## config.mk

```make
export PLATFORM = sky130hd
export DESIGN_NAME = sshpr_top
export DESIGN_NICKNAME = d
export VERILOG_FILES = /design/src/design/sshpr_pkg.sv /design/src/design/sshpr_sync.sv /design/src/design/sshpr_top.sv
export SDC_FILE = /design/constraint.sdc
export NUM_CORES = 1
export LEC_CHECK = 0
export BUFFER_PORTS_ARGS = -buffer_cell sky130_fd_sc_hd__buf_2
export CAP_MARGIN = 20
export CORE_ASPECT_RATIO = 1.25
export CORE_UTILIZATION = 54
export CTS_CLUSTER_SIZE = 10
export DETAILED_ROUTE_END_ITERATION = 7
export PLACE_DENSITY_LB_ADDON = 0.1
export SLEW_MARGIN = 30
export SYNTH_ARGS = -nofsm -noshare
export SYNTH_HDL_FRONTEND = slang
export SYNTH_HIERARCHICAL = 1
export SYNTH_SLANG_ARGS = --single-unit
```

## constraint.sdc

```tcl
create_clock -name clk -period 2.8 [get_ports clk]
set_input_delay 0.42 -clock clk [delete_from_list [all_inputs] [get_ports clk]]
set_output_delay 0.42 -clock clk [all_outputs]
set_load 0.05 [all_outputs]
```

## src/design/sshpr_pkg.sv

```systemverilog
// Constants shared by the strap sampling and host pin role logic
package sshpr_pkg;
    // Strap capture layout: {test, config select[2:0], host mode[1:0]}
    localparam int STRAP_W = 6;
    localparam int STRAP_TEST_BIT = 5;
    localparam int STRAP_CFG_LSB = 2;
    localparam int STRAP_MODE_LSB = 0;
    localparam logic [5:0] STRAP_RST = 6'h00;
    // Host interface mode codes
    localparam logic [1:0] MODE_I2C_SLAVE = 2'h0;
    localparam logic [1:0] MODE_SPI_SLAVE = 2'h1;
    localparam logic [1:0] MODE_SPI_MASTER = 2'h2;
    localparam logic [1:0] MODE_SPI_SLAVE_ROM = 2'h3;
    // Test with this config number starts normally but skips auto-configuration
    localparam logic [2:0] CFG_NO_AUTOCFG = 3'h3;
    // Auto-configuration EEPROM read
    localparam logic [7:0] EE_READ_CMD = 8'h03;
    localparam int EE_ADDR_SHIFT = 6;
    localparam logic [7:0] EE_CFG_BYTES = 8'h40;
    localparam logic [4:0] EE_HDR_LAST = 5'h17;
    localparam logic [4:0] EE_BYTE_LAST = 5'h07;
    // Serial clock half period in system clocks
    localparam logic [2:0] SCK_HALF = 3'h4;
    localparam int GPIO_N = 4;
endpackage

```

## src/design/sshpr_sync.sv

```systemverilog
// Two flip-flop synchroniser for signals from outside the clock domain
`timescale 1ns/1ps
module sshpr_sync #(
    parameter int W = 1,
    parameter logic [W-1:0] INIT = '0
)
(
    input wire logic clk,
    input wire logic sys_rst,
    input wire logic [W-1:0] d,
    output logic [W-1:0] q
);
    logic [W-1:0] meta_r;

    always_ff @(posedge clk)
    begin
        if (sys_rst)
        begin
            meta_r <= INIT;
            q <= INIT;
        end
        else
        begin
            meta_r <= d;
            q <= meta_r;
        end
    end
endmodule

```

## src/design/sshpr_top.sv

```systemverilog
// Strap sampling at reset release and role switching of shared host pins
// Notes on behaviour
// - Reset pin low returns auto-configuration, GPIO and pin role state to defaults while it stays low; the strap capture register keeps its value.
// - Reset release samples three config select straps to pick stored configuration.
// - After reset config select pins are GPIO with real-time and latched status.
// - Reset release samples test strap; high enters test mode; then GPIO 3.
// - Reset release samples both host mode straps; they set the host mode.
// - As SPI master, drive chip select to read EEPROM, then make it input.
// - As SPI slave, drive read data on MISO during reads.
// - As SPI master, receive EEPROM data on MISO during auto-configuration.
// - As SPI master, drive the serial clock to access the EEPROM.
// - All strap values are captured into the capture register at reset release.
// - Config select straps read as a configuration number zero to seven.
`timescale 1ns/1ps
module sshpr_top
    import sshpr_pkg::*;
(
    input wire logic clk,
    input wire logic sys_rst,
    input wire logic reset_n,
    input wire logic [3:0] gpio_i,
    output logic [3:0] gpio_o,
    output logic [3:0] gpio_oe,
    input wire logic [3:0] gpio_dir,
    input wire logic [3:0] gpio_out,
    input wire logic [3:0] gpio_latch_clr,
    output logic [3:0] gpio_rt,
    output logic [3:0] gpio_latched,
    input wire logic csn_i,
    output logic csn_o,
    output logic csn_oe,
    input wire logic miso_i,
    output logic miso_o,
    output logic miso_oe,
    input wire logic sclk_i,
    output logic sclk_o,
    output logic sclk_oe,
    input wire logic mosi_i,
    output logic mosi_o,
    output logic mosi_oe,
    input wire logic slave_miso_bit,
    output logic host_csn_s,
    output logic host_sclk_s,
    output logic host_mosi_s,
    output logic [5:0] strap_capture_reg,
    output logic [2:0] config_number,
    output logic test_mode,
    output logic [1:0] host_mode,
    output logic autocfg_active,
    output logic autocfg_done,
    output logic [7:0] cfg_byte,
    output logic cfg_valid
);
    typedef enum logic [1:0] {AC_IDLE, AC_HDR, AC_DATA, AC_DONE} sshpr_ac_t;

    // ----------------------------------------
    // Pin synchronisers
    // ----------------------------------------
    logic reset_n_s;
    logic reset_n_d_r;
    logic [3:0] gpio_s;
    logic miso_s;

    sshpr_sync #(.W(1), .INIT(1'b0)) u_rst_sync (
        .clk(clk), .sys_rst(sys_rst), .d(reset_n), .q(reset_n_s)
    );
    sshpr_sync #(.W(4), .INIT(4'h0)) u_gpio_sync (
        .clk(clk), .sys_rst(sys_rst), .d(gpio_i), .q(gpio_s)
    );
    sshpr_sync #(.W(4), .INIT(4'hf)) u_host_sync (
        .clk(clk), .sys_rst(sys_rst),
        .d({csn_i, sclk_i, mosi_i, miso_i}),
        .q({host_csn_s, host_sclk_s, host_mosi_s, miso_s})
    );

    // Internal reset covers both the system reset and the reset pin
    logic rst_int;
    logic rst_rise;
    assign rst_int = sys_rst | ~reset_n_s;
    assign rst_rise = reset_n_s & ~reset_n_d_r;

    // ----------------------------------------
    // Strap capture
    // ----------------------------------------
    logic [5:0] strap_nxt;
    logic [5:0] strap_now;
    logic [5:0] strap_r;
    logic [2:0] cfg_strap;
    logic test_strap;
    logic [1:0] mode_strap;

    // Pins are not driven during reset, so their levels are the straps
    assign strap_now = {gpio_s[3], gpio_s[2:0], miso_s, host_csn_s};
    assign cfg_strap = strap_r[STRAP_CFG_LSB +: 3];
    assign test_strap = strap_r[STRAP_TEST_BIT];
    assign mode_strap = strap_r[STRAP_MODE_LSB +: 2];

    always_comb
    begin
        strap_nxt = strap_r;
        if (sys_rst)
            strap_nxt = STRAP_RST;
        else if (rst_rise)
            strap_nxt = strap_now;
    end

    always_ff @(posedge clk)
    begin
        strap_r <= strap_nxt;
        reset_n_d_r <= sys_rst ? 1'b0 : reset_n_s;
    end

    assign strap_capture_reg = strap_r;
    assign config_number = cfg_strap;
    assign test_mode = test_strap;
    assign host_mode = mode_strap;

    // ----------------------------------------
    // EEPROM auto-configuration master
    // ----------------------------------------
    sshpr_ac_t st_r, st_nxt;
    logic [2:0] div_r, div_nxt;
    logic sck_r, sck_nxt;
    logic [23:0] sh_r, sh_nxt;
    logic [4:0] bit_r, bit_nxt;
    logic [7:0] cnt_r, cnt_nxt;
    logic [7:0] rx_r, rx_nxt;
    logic [7:0] byte_r, byte_nxt;
    logic valid_r, valid_nxt;
    logic go_master;
    logic tick;
    logic sck_fall;
    logic ac_busy;

    // Test with config three skips the load but otherwise starts normally
    assign go_master = (mode_strap == MODE_SPI_MASTER) &&
                       !(test_strap && cfg_strap == CFG_NO_AUTOCFG);
    assign tick = (div_r == SCK_HALF - 3'h1);
    assign sck_fall = tick & sck_r;
    assign ac_busy = (st_r == AC_HDR) || (st_r == AC_DATA);

    always_comb
    begin
        st_nxt = st_r;
        div_nxt = ac_busy ? (tick ? 3'h0 : div_r + 3'h1) : 3'h0;
        sck_nxt = ac_busy ? (sck_r ^ tick) : 1'b0;
        sh_nxt = sh_r;
        bit_nxt = bit_r;
        cnt_nxt = cnt_r;
        rx_nxt = rx_r;
        byte_nxt = byte_r;
        valid_nxt = 1'b0;
        case (st_r)
            AC_IDLE:
            begin
                if (reset_n_d_r && go_master)
                begin
                    st_nxt = AC_HDR;
                    sh_nxt = {EE_READ_CMD, 16'(16'(cfg_strap) << EE_ADDR_SHIFT)};
                    bit_nxt = 5'h0;
                    cnt_nxt = 8'h00;
                end
                else if (reset_n_d_r)
                    st_nxt = AC_DONE;
            end
            AC_HDR:
            begin
                if (sck_fall)
                begin
                    sh_nxt = {sh_r[22:0], 1'b0};
                    bit_nxt = (bit_r == EE_HDR_LAST) ? 5'h0 : bit_r + 5'h1;
                    if (bit_r == EE_HDR_LAST)
                        st_nxt = AC_DATA;
                end
            end
            AC_DATA:
            begin
                // Sample at the end of the high phase: the pin trails sck_r by one
                // flop and miso_s trails the pin by two, so this sees the bit after
                // the pin's rising edge and leaves the EEPROM its output delay
                if (sck_fall)
                begin
                    rx_nxt = {rx_r[6:0], miso_s};
                    bit_nxt = (bit_r == EE_BYTE_LAST) ? 5'h0 : bit_r + 5'h1;
                    if (bit_r == EE_BYTE_LAST)
                    begin
                        byte_nxt = {rx_r[6:0], miso_s};
                        valid_nxt = 1'b1;
                        cnt_nxt = cnt_r + 8'h01;
                        if (cnt_r == EE_CFG_BYTES - 8'h01)
                            st_nxt = AC_DONE;
                    end
                end
            end
            AC_DONE:
                st_nxt = AC_DONE;
            default:
                st_nxt = AC_IDLE;
        endcase
    end

    always_ff @(posedge clk)
    begin
        if (rst_int)
        begin
            st_r <= AC_IDLE;
            div_r <= 3'h0;
            sck_r <= 1'b0;
            sh_r <= 24'h000000;
            bit_r <= 5'h0;
            cnt_r <= 8'h00;
            rx_r <= 8'h00;
            byte_r <= 8'h00;
            valid_r <= 1'b0;
        end
        else
        begin
            st_r <= st_nxt;
            div_r <= div_nxt;
            sck_r <= sck_nxt;
            sh_r <= sh_nxt;
            bit_r <= bit_nxt;
            cnt_r <= cnt_nxt;
            rx_r <= rx_nxt;
            byte_r <= byte_nxt;
            valid_r <= valid_nxt;
        end
    end

    assign cfg_byte = byte_r;
    assign cfg_valid = valid_r;

    // ----------------------------------------
    // Pin roles and GPIO status
    // ----------------------------------------
    logic [3:0] gpo_nxt, gpoe_nxt, lat_nxt, rt_nxt;
    logic [3:0] gpo_r, gpoe_r, lat_r, rt_r;
    logic [7:0] pin_nxt, pin_r;
    logic act_nxt, act_r, done_nxt, done_r;
    logic slave_mode;

    assign slave_mode = (mode_strap == MODE_SPI_SLAVE) || (mode_strap == MODE_SPI_SLAVE_ROM);

    always_comb
    begin
        gpo_nxt = 4'h0;
        gpoe_nxt = 4'h0;
        rt_nxt = 4'h0;
        lat_nxt = 4'h0;
        pin_nxt = 8'h00;
        act_nxt = 1'b0;
        done_nxt = 1'b0;
        // Everything stays off the pins in reset so straps read cleanly
        if (!rst_int)
        begin
            gpo_nxt = gpio_out;
            gpoe_nxt = gpio_dir;
            rt_nxt = gpio_s;
            // Set wins over a clear in the same cycle
            lat_nxt = (lat_r & ~gpio_latch_clr) | gpio_s;
            act_nxt = ac_busy;
            done_nxt = (st_r == AC_DONE);
            // Order: csn o/oe, sclk o/oe, mosi o/oe, miso o/oe
            if (ac_busy)
                pin_nxt = {1'b0, 1'b1, sck_r, 1'b1, sh_r[23], 1'b1, 2'b00};
            else if (slave_mode && !host_csn_s)
                pin_nxt = {6'h00, slave_miso_bit, 1'b1};
        end
    end

    always_ff @(posedge clk)
    begin
        gpo_r <= gpo_nxt;
        gpoe_r <= gpoe_nxt;
        rt_r <= rt_nxt;
        lat_r <= lat_nxt;
        pin_r <= pin_nxt;
        act_r <= act_nxt;
        done_r <= done_nxt;
    end

    assign gpio_o = gpo_r;
    assign gpio_oe = gpoe_r;
    assign gpio_rt = rt_r;
    assign gpio_latched = lat_r;
    assign {csn_o, csn_oe, sclk_o, sclk_oe, mosi_o, mosi_oe, miso_o, miso_oe} = pin_r;
    assign autocfg_active = act_r;
    assign autocfg_done = done_r;

    // ----------------------------------------
    // Assertions
    // ----------------------------------------
    a_reset_pins_off: assert property (@(posedge clk) disable iff (sys_rst)
        rst_int |=> (gpio_oe == 4'h0) && !csn_oe && !sclk_oe && !mosi_oe && !miso_oe)
        else $error("pins driven during reset");
    a_strap_capture: assert property (@(posedge clk) disable iff (sys_rst)
        rst_rise |=> strap_capture_reg == $past(strap_now))
        else $error("straps not captured at release");
    a_strap_hold: assert property (@(posedge clk) disable iff (sys_rst)
        !rst_rise |=> $stable(strap_capture_reg))
        else $error("strap settings changed");
    a_config_fields: assert property (@(posedge clk) disable iff (sys_rst)
        rst_rise |=> config_number == $past(gpio_s[2:0]) && test_mode == $past(gpio_s[3]))
        else $error("config number or test mode wrong");
    a_cs_master_low: assert property (@(posedge clk) disable iff (rst_int)
        ac_busy |=> csn_oe && !csn_o && sclk_oe && mosi_oe)
        else $error("chip select not driven in auto-config");
    a_cs_released: assert property (@(posedge clk) disable iff (rst_int)
        (st_r == AC_DONE) |=> !csn_oe && !sclk_oe)
        else $error("chip select still driven after auto-config");
    a_miso_slave_drive: assert property (@(posedge clk) disable iff (rst_int)
        (slave_mode && !host_csn_s && !ac_busy) |=> miso_oe && (miso_o == $past(slave_miso_bit)))
        else $error("read data not on MISO");
    a_sck_half_period: assert property (@(posedge clk) disable iff (rst_int)
        $rose(sck_r) && ac_busy |=> sck_r [*3] ##1 !sck_r)
        else $error("serial clock high time wrong");
    a_gpio_latch_set: assert property (@(posedge clk) disable iff (rst_int)
        gpio_s[0] |=> gpio_latched[0] && gpio_rt[0])
        else $error("GPIO latched status missed");
    a_rx_byte: assert property (@(posedge clk) disable iff (rst_int)
        (st_r == AC_DATA) && sck_fall && (bit_r == EE_BYTE_LAST) |=>
            cfg_valid && cfg_byte == $past({rx_r[6:0], miso_s}))
        else $error("EEPROM byte not delivered");

    c_autocfg_done: cover property (@(posedge clk) disable iff (sys_rst)
        $rose(autocfg_done) && host_mode == MODE_SPI_MASTER);
    c_slave_read: cover property (@(posedge clk) disable iff (sys_rst) $rose(miso_oe));
    c_test_skip: cover property (@(posedge clk) disable iff (sys_rst)
        rst_rise ##1 (test_mode && config_number == CFG_NO_AUTOCFG));
endmodule

```

==> results.json <==
{
  "run_status": "finished, final reports clean",
  "place.port_buffers": 72,
  "antenna_violating_nets_post_route": 0,
  "number_of_core_rows": 34,
  "placed_wire_length_estimate_after_detailed_placement_um": 5280,
  "finalSetupTns_ns": 0,
  "setup_viol": 0,
  "ir_worst_vdd_mv": 0.3097,
  "cts_buffers": 9,
  "rsz0062_at_grt": "false",
  "layout.cells.most_common_list": "sky130_fd_sc_hd__dfxtp_1, sky130_fd_sc_hd__buf_2, sky130_fd_sc_hd__a21oi_1, sky130_fd_sc_hd__nor2_1, sky130_fd_sc_hd__nand2_1",
  "first_pass_drt_iterations": 4,
  "layout.cells.most_common": "sky130_fd_sc_hd__dfxtp_1",
  "max_slew_margin_pct": 51.47,
  "top_register": "sh_r",
  "cp-start-kind": "flip-flop",
  "path_clk_slew_ns": 0.09,
  "count_of_warnings_emitted_by_yosys": 6,
  "antenna_found_initial": 0,
  "p_leak_nw": 1.761,
  "tritoncts_num_sinks": 100,
  "ctsHtreeMaxLevel": 3,
  "finish.net_count": 505,
  "layout-area-overhead-vs-synth_pct": 14.76,
  "synthesis.instances": 409,
  "regToRegSetupSlack_ns": 0.43,
  "synthArstFlopShare_pct": 0,
  "max-cap-violations": 0,
  "hold_ws_ns": 0.2185,
  "timing_worst_slew_pin_value_ns": 0.7272,
  "floorplan.die.height_um": 96.82,
  "timing_hold_violations_final": 0,
  "tritoncts_clock_tree": "yes",
  "clk_root_buffer_cell": "sky130_fd_sc_hd__clkbuf_8",
  "path_max_fanout": 7,
  "flip_flop_count_of_the_largest_register_after_layout": 18,
  "worstSetupPathType": "reg -> reg",
  "grt_pass1_vias": 2917,
  "crit_arrival_ns": 2.64,
  "wire_per_inst_um": 13.83,
  "layout_worst_path_cycle_share_pct": 84.79,
  "crit_required_ns": 3.06,
  "gpl.final_weighted_congestion": 0.8049,
  "cts_setup_buffers": 0,
  "die-width_um": 77.85,
  "seqCellArea_sq_mm": 0.002002,
  "timing.rr.start": "div_r[0]",
  "grt_max_degree": 48,
  "timing.rr.end": "st_r[0]",
  "period_minus_slack_ns": 2.374,
  "grt_total_ovfl": 0,
  "edff_count_synth": 0,
  "critical_path.endpoint_type": "flip-flop",
  "mappedNetlistNets": 443,
  "synth_cell_type_count": 50,
  "routed_via_density": 5.459,
  "clk_latency_ns": 0.37,
  "synth_area_per_cell_sq_um": 9.496,
  "crit_path_start": "div_r[0]",
  "route.final.wire_length_um": 7830,
  "cts.path.max_buffers": 2,
  "postCtsHoldBufs": 0,
  "crit_end": "st_r[0]",
  "worst_r2r_path_depth": 7,
  "synth_seq_area_share_pct": 51.55,
  "post_route_cells_drive_above_1_share_pct": 22.48,
  "insertedDiodeCount": 0,
  "vias": 3090,
  "die_ar_sq_mm": 0.007537,
  "power-per-cell-area_mw_per_mm2": 535.6,
  "floorplan.initialDensity_pct": 55.67,
  "dr.first_iter.drc_count": 175,
  "track_usage_pct": 22.35,
  "floorplan.core_area_sq_mm": 0.006977,
  "fillers": 632,
  "holdCritPathClass": "in -> reg",
  "max_clock_freq_ghz": 0.4212,
  "maxSlewViolCount": 0,
  "multi_input_area_sq_mm": 0.001678,
  "drcViolationCount": 0,
  "top_level_ports": 74,
  "yosys_register_bits": 100,
  "finClkSkew_ns": 0.007067,
  "cts_resized": 0,
  "wire_length_of_the_first_global_routing_pass_um": 13360,
  "netlist_area_sq_mm": 0.003884,
  "ys_flop_type": "sky130_fd_sc_hd__dfxtp_1"
}
[power by group]
group	switching [mW]	internal, mW
clock network	0.508	0.333
registers	0.00864	1.44
logic	0.0659	0.0333
total	0.583	1.80
[through the flow]
stage,instances,setup slack (ns),cell area (sq um),utilization [%],power [mW]
floorplan,409,0.4900,3884,-,1.547
global placement,550,0.5102,4280,61.35,1.579
detailed placement,550,0.4418,4280,61.35,1.581
CTS,566,0.4179,4457,63.88,2.411
global route,566,0.3261,4457,63.88,2.477
finish,566,0.4259,4457,63.88,2.387
[synth_stat cells, types with 4 or more instances]
library cell | count | share of area [%]
sky130_fd_sc_hd__or2_1 | 9 | 1.4
sky130_fd_sc_hd__nor3_1 | 9 | 1.2
sky130_fd_sc_hd__and2_1 | 14 | 2.3
sky130_fd_sc_hd__a21oi_1 | 37 | 4.8
sky130_fd_sc_hd__nor2_1 | 23 | 2.2
sky130_fd_sc_hd__ha_1 | 10 | 3.2
sky130_fd_sc_hd__o21ai_1 | 8 | 1.0
sky130_fd_sc_hd__inv_1 | 10 | 0.97
sky130_fd_sc_hd__nor2b_1 | 13 | 2.1
sky130_fd_sc_hd__o211ai_1 | 4 | 0.77
sky130_fd_sc_hd__nand3_1 | 14 | 1.8
sky130_fd_sc_hd__dfxtp_1 | 100 | 52
sky130_fd_sc_hd__nand2_1 | 21 | 2.0
sky130_fd_sc_hd__mux2i_1 | 16 | 4.1
sky130_fd_sc_hd__o21a_1 | 4 | 0.77
sky130_fd_sc_hd__nand4_1 | 15 | 2.4
sky130_fd_sc_hd__o21ai_0 | 19 | 2.4
sky130_fd_sc_hd__buf_4 | 10 | 1.9
sky130_fd_sc_hd__nand4b_1 | 4 | 0.90
sky130_fd_sc_hd__nor4_1 | 5 | 0.81
sky130_fd_sc_hd__nand2b_1 | 4 | 0.64
sky130_fd_sc_hd__clkbuf_1 | 16 | 1.5
[critical path, cell delays in order (launching register included)]
cell	delay (ns)
sky130_fd_sc_hd__dfxtp_1	0.34
sky130_fd_sc_hd__ha_1	0.15
sky130_fd_sc_hd__ha_1	0.21
sky130_fd_sc_hd__ha_1	0.21
sky130_fd_sc_hd__nand4b_2	0.21
sky130_fd_sc_hd__or4_4	0.59
sky130_fd_sc_hd__a22o_1	0.26
sky130_fd_sc_hd__mux2_4	0.30
[logic make-up after synthesis]
family          share of synthesized area (%)
compound gates                          14.08
fa+ha+maj                               3.222
buf+inv                                 5.316
flops                                   51.55
mux                                     4.800
other cells                           0.09656
simple gates                            20.94
[layout make-up]
class,instances,area share (%)
well taps,90,2.527
multi-input cells,265,37.65
clock buffers,10,2.864
flip-flops and latches,100,44.92
repair buffers,83,9.938
clock inverters,6,1.095
inverters,12,1.011
[how the worst min path moves through the flow]
stage	start	slack (ns)	cells past startpoint	to
5_1_grt	mosi_i	0.20	2	u_host_sync/meta_r[1]
6_report	sclk_i	0.22	2	u_host_sync/meta_r[2]
3_5_place_dp	u_host_sync/meta_r[3]	0.39	1	u_host_sync/q[3]
2_1_floorplan	u_host_sync/meta_r[0]	0.38	1	u_host_sync/q[0]
4_1_cts	csn_i	0.21	2	u_host_sync/meta_r[3]
3_3_place_gp	u_host_sync/meta_r[0]	0.39	1	u_host_sync/q[0]
[layer usage]
metal	up-vias	part of all wire, %	global-route usage (%)	wire length, um
met5	-	0	0	0
met4	0	1.3	8.999	102
met3	7	4.4	6.321	344
met2	77	50	37.44	3950
met1	1450	44	26.63	3433
li1	1556	-	-	-
Note: power is estimated with default switching activity, not from simulation.
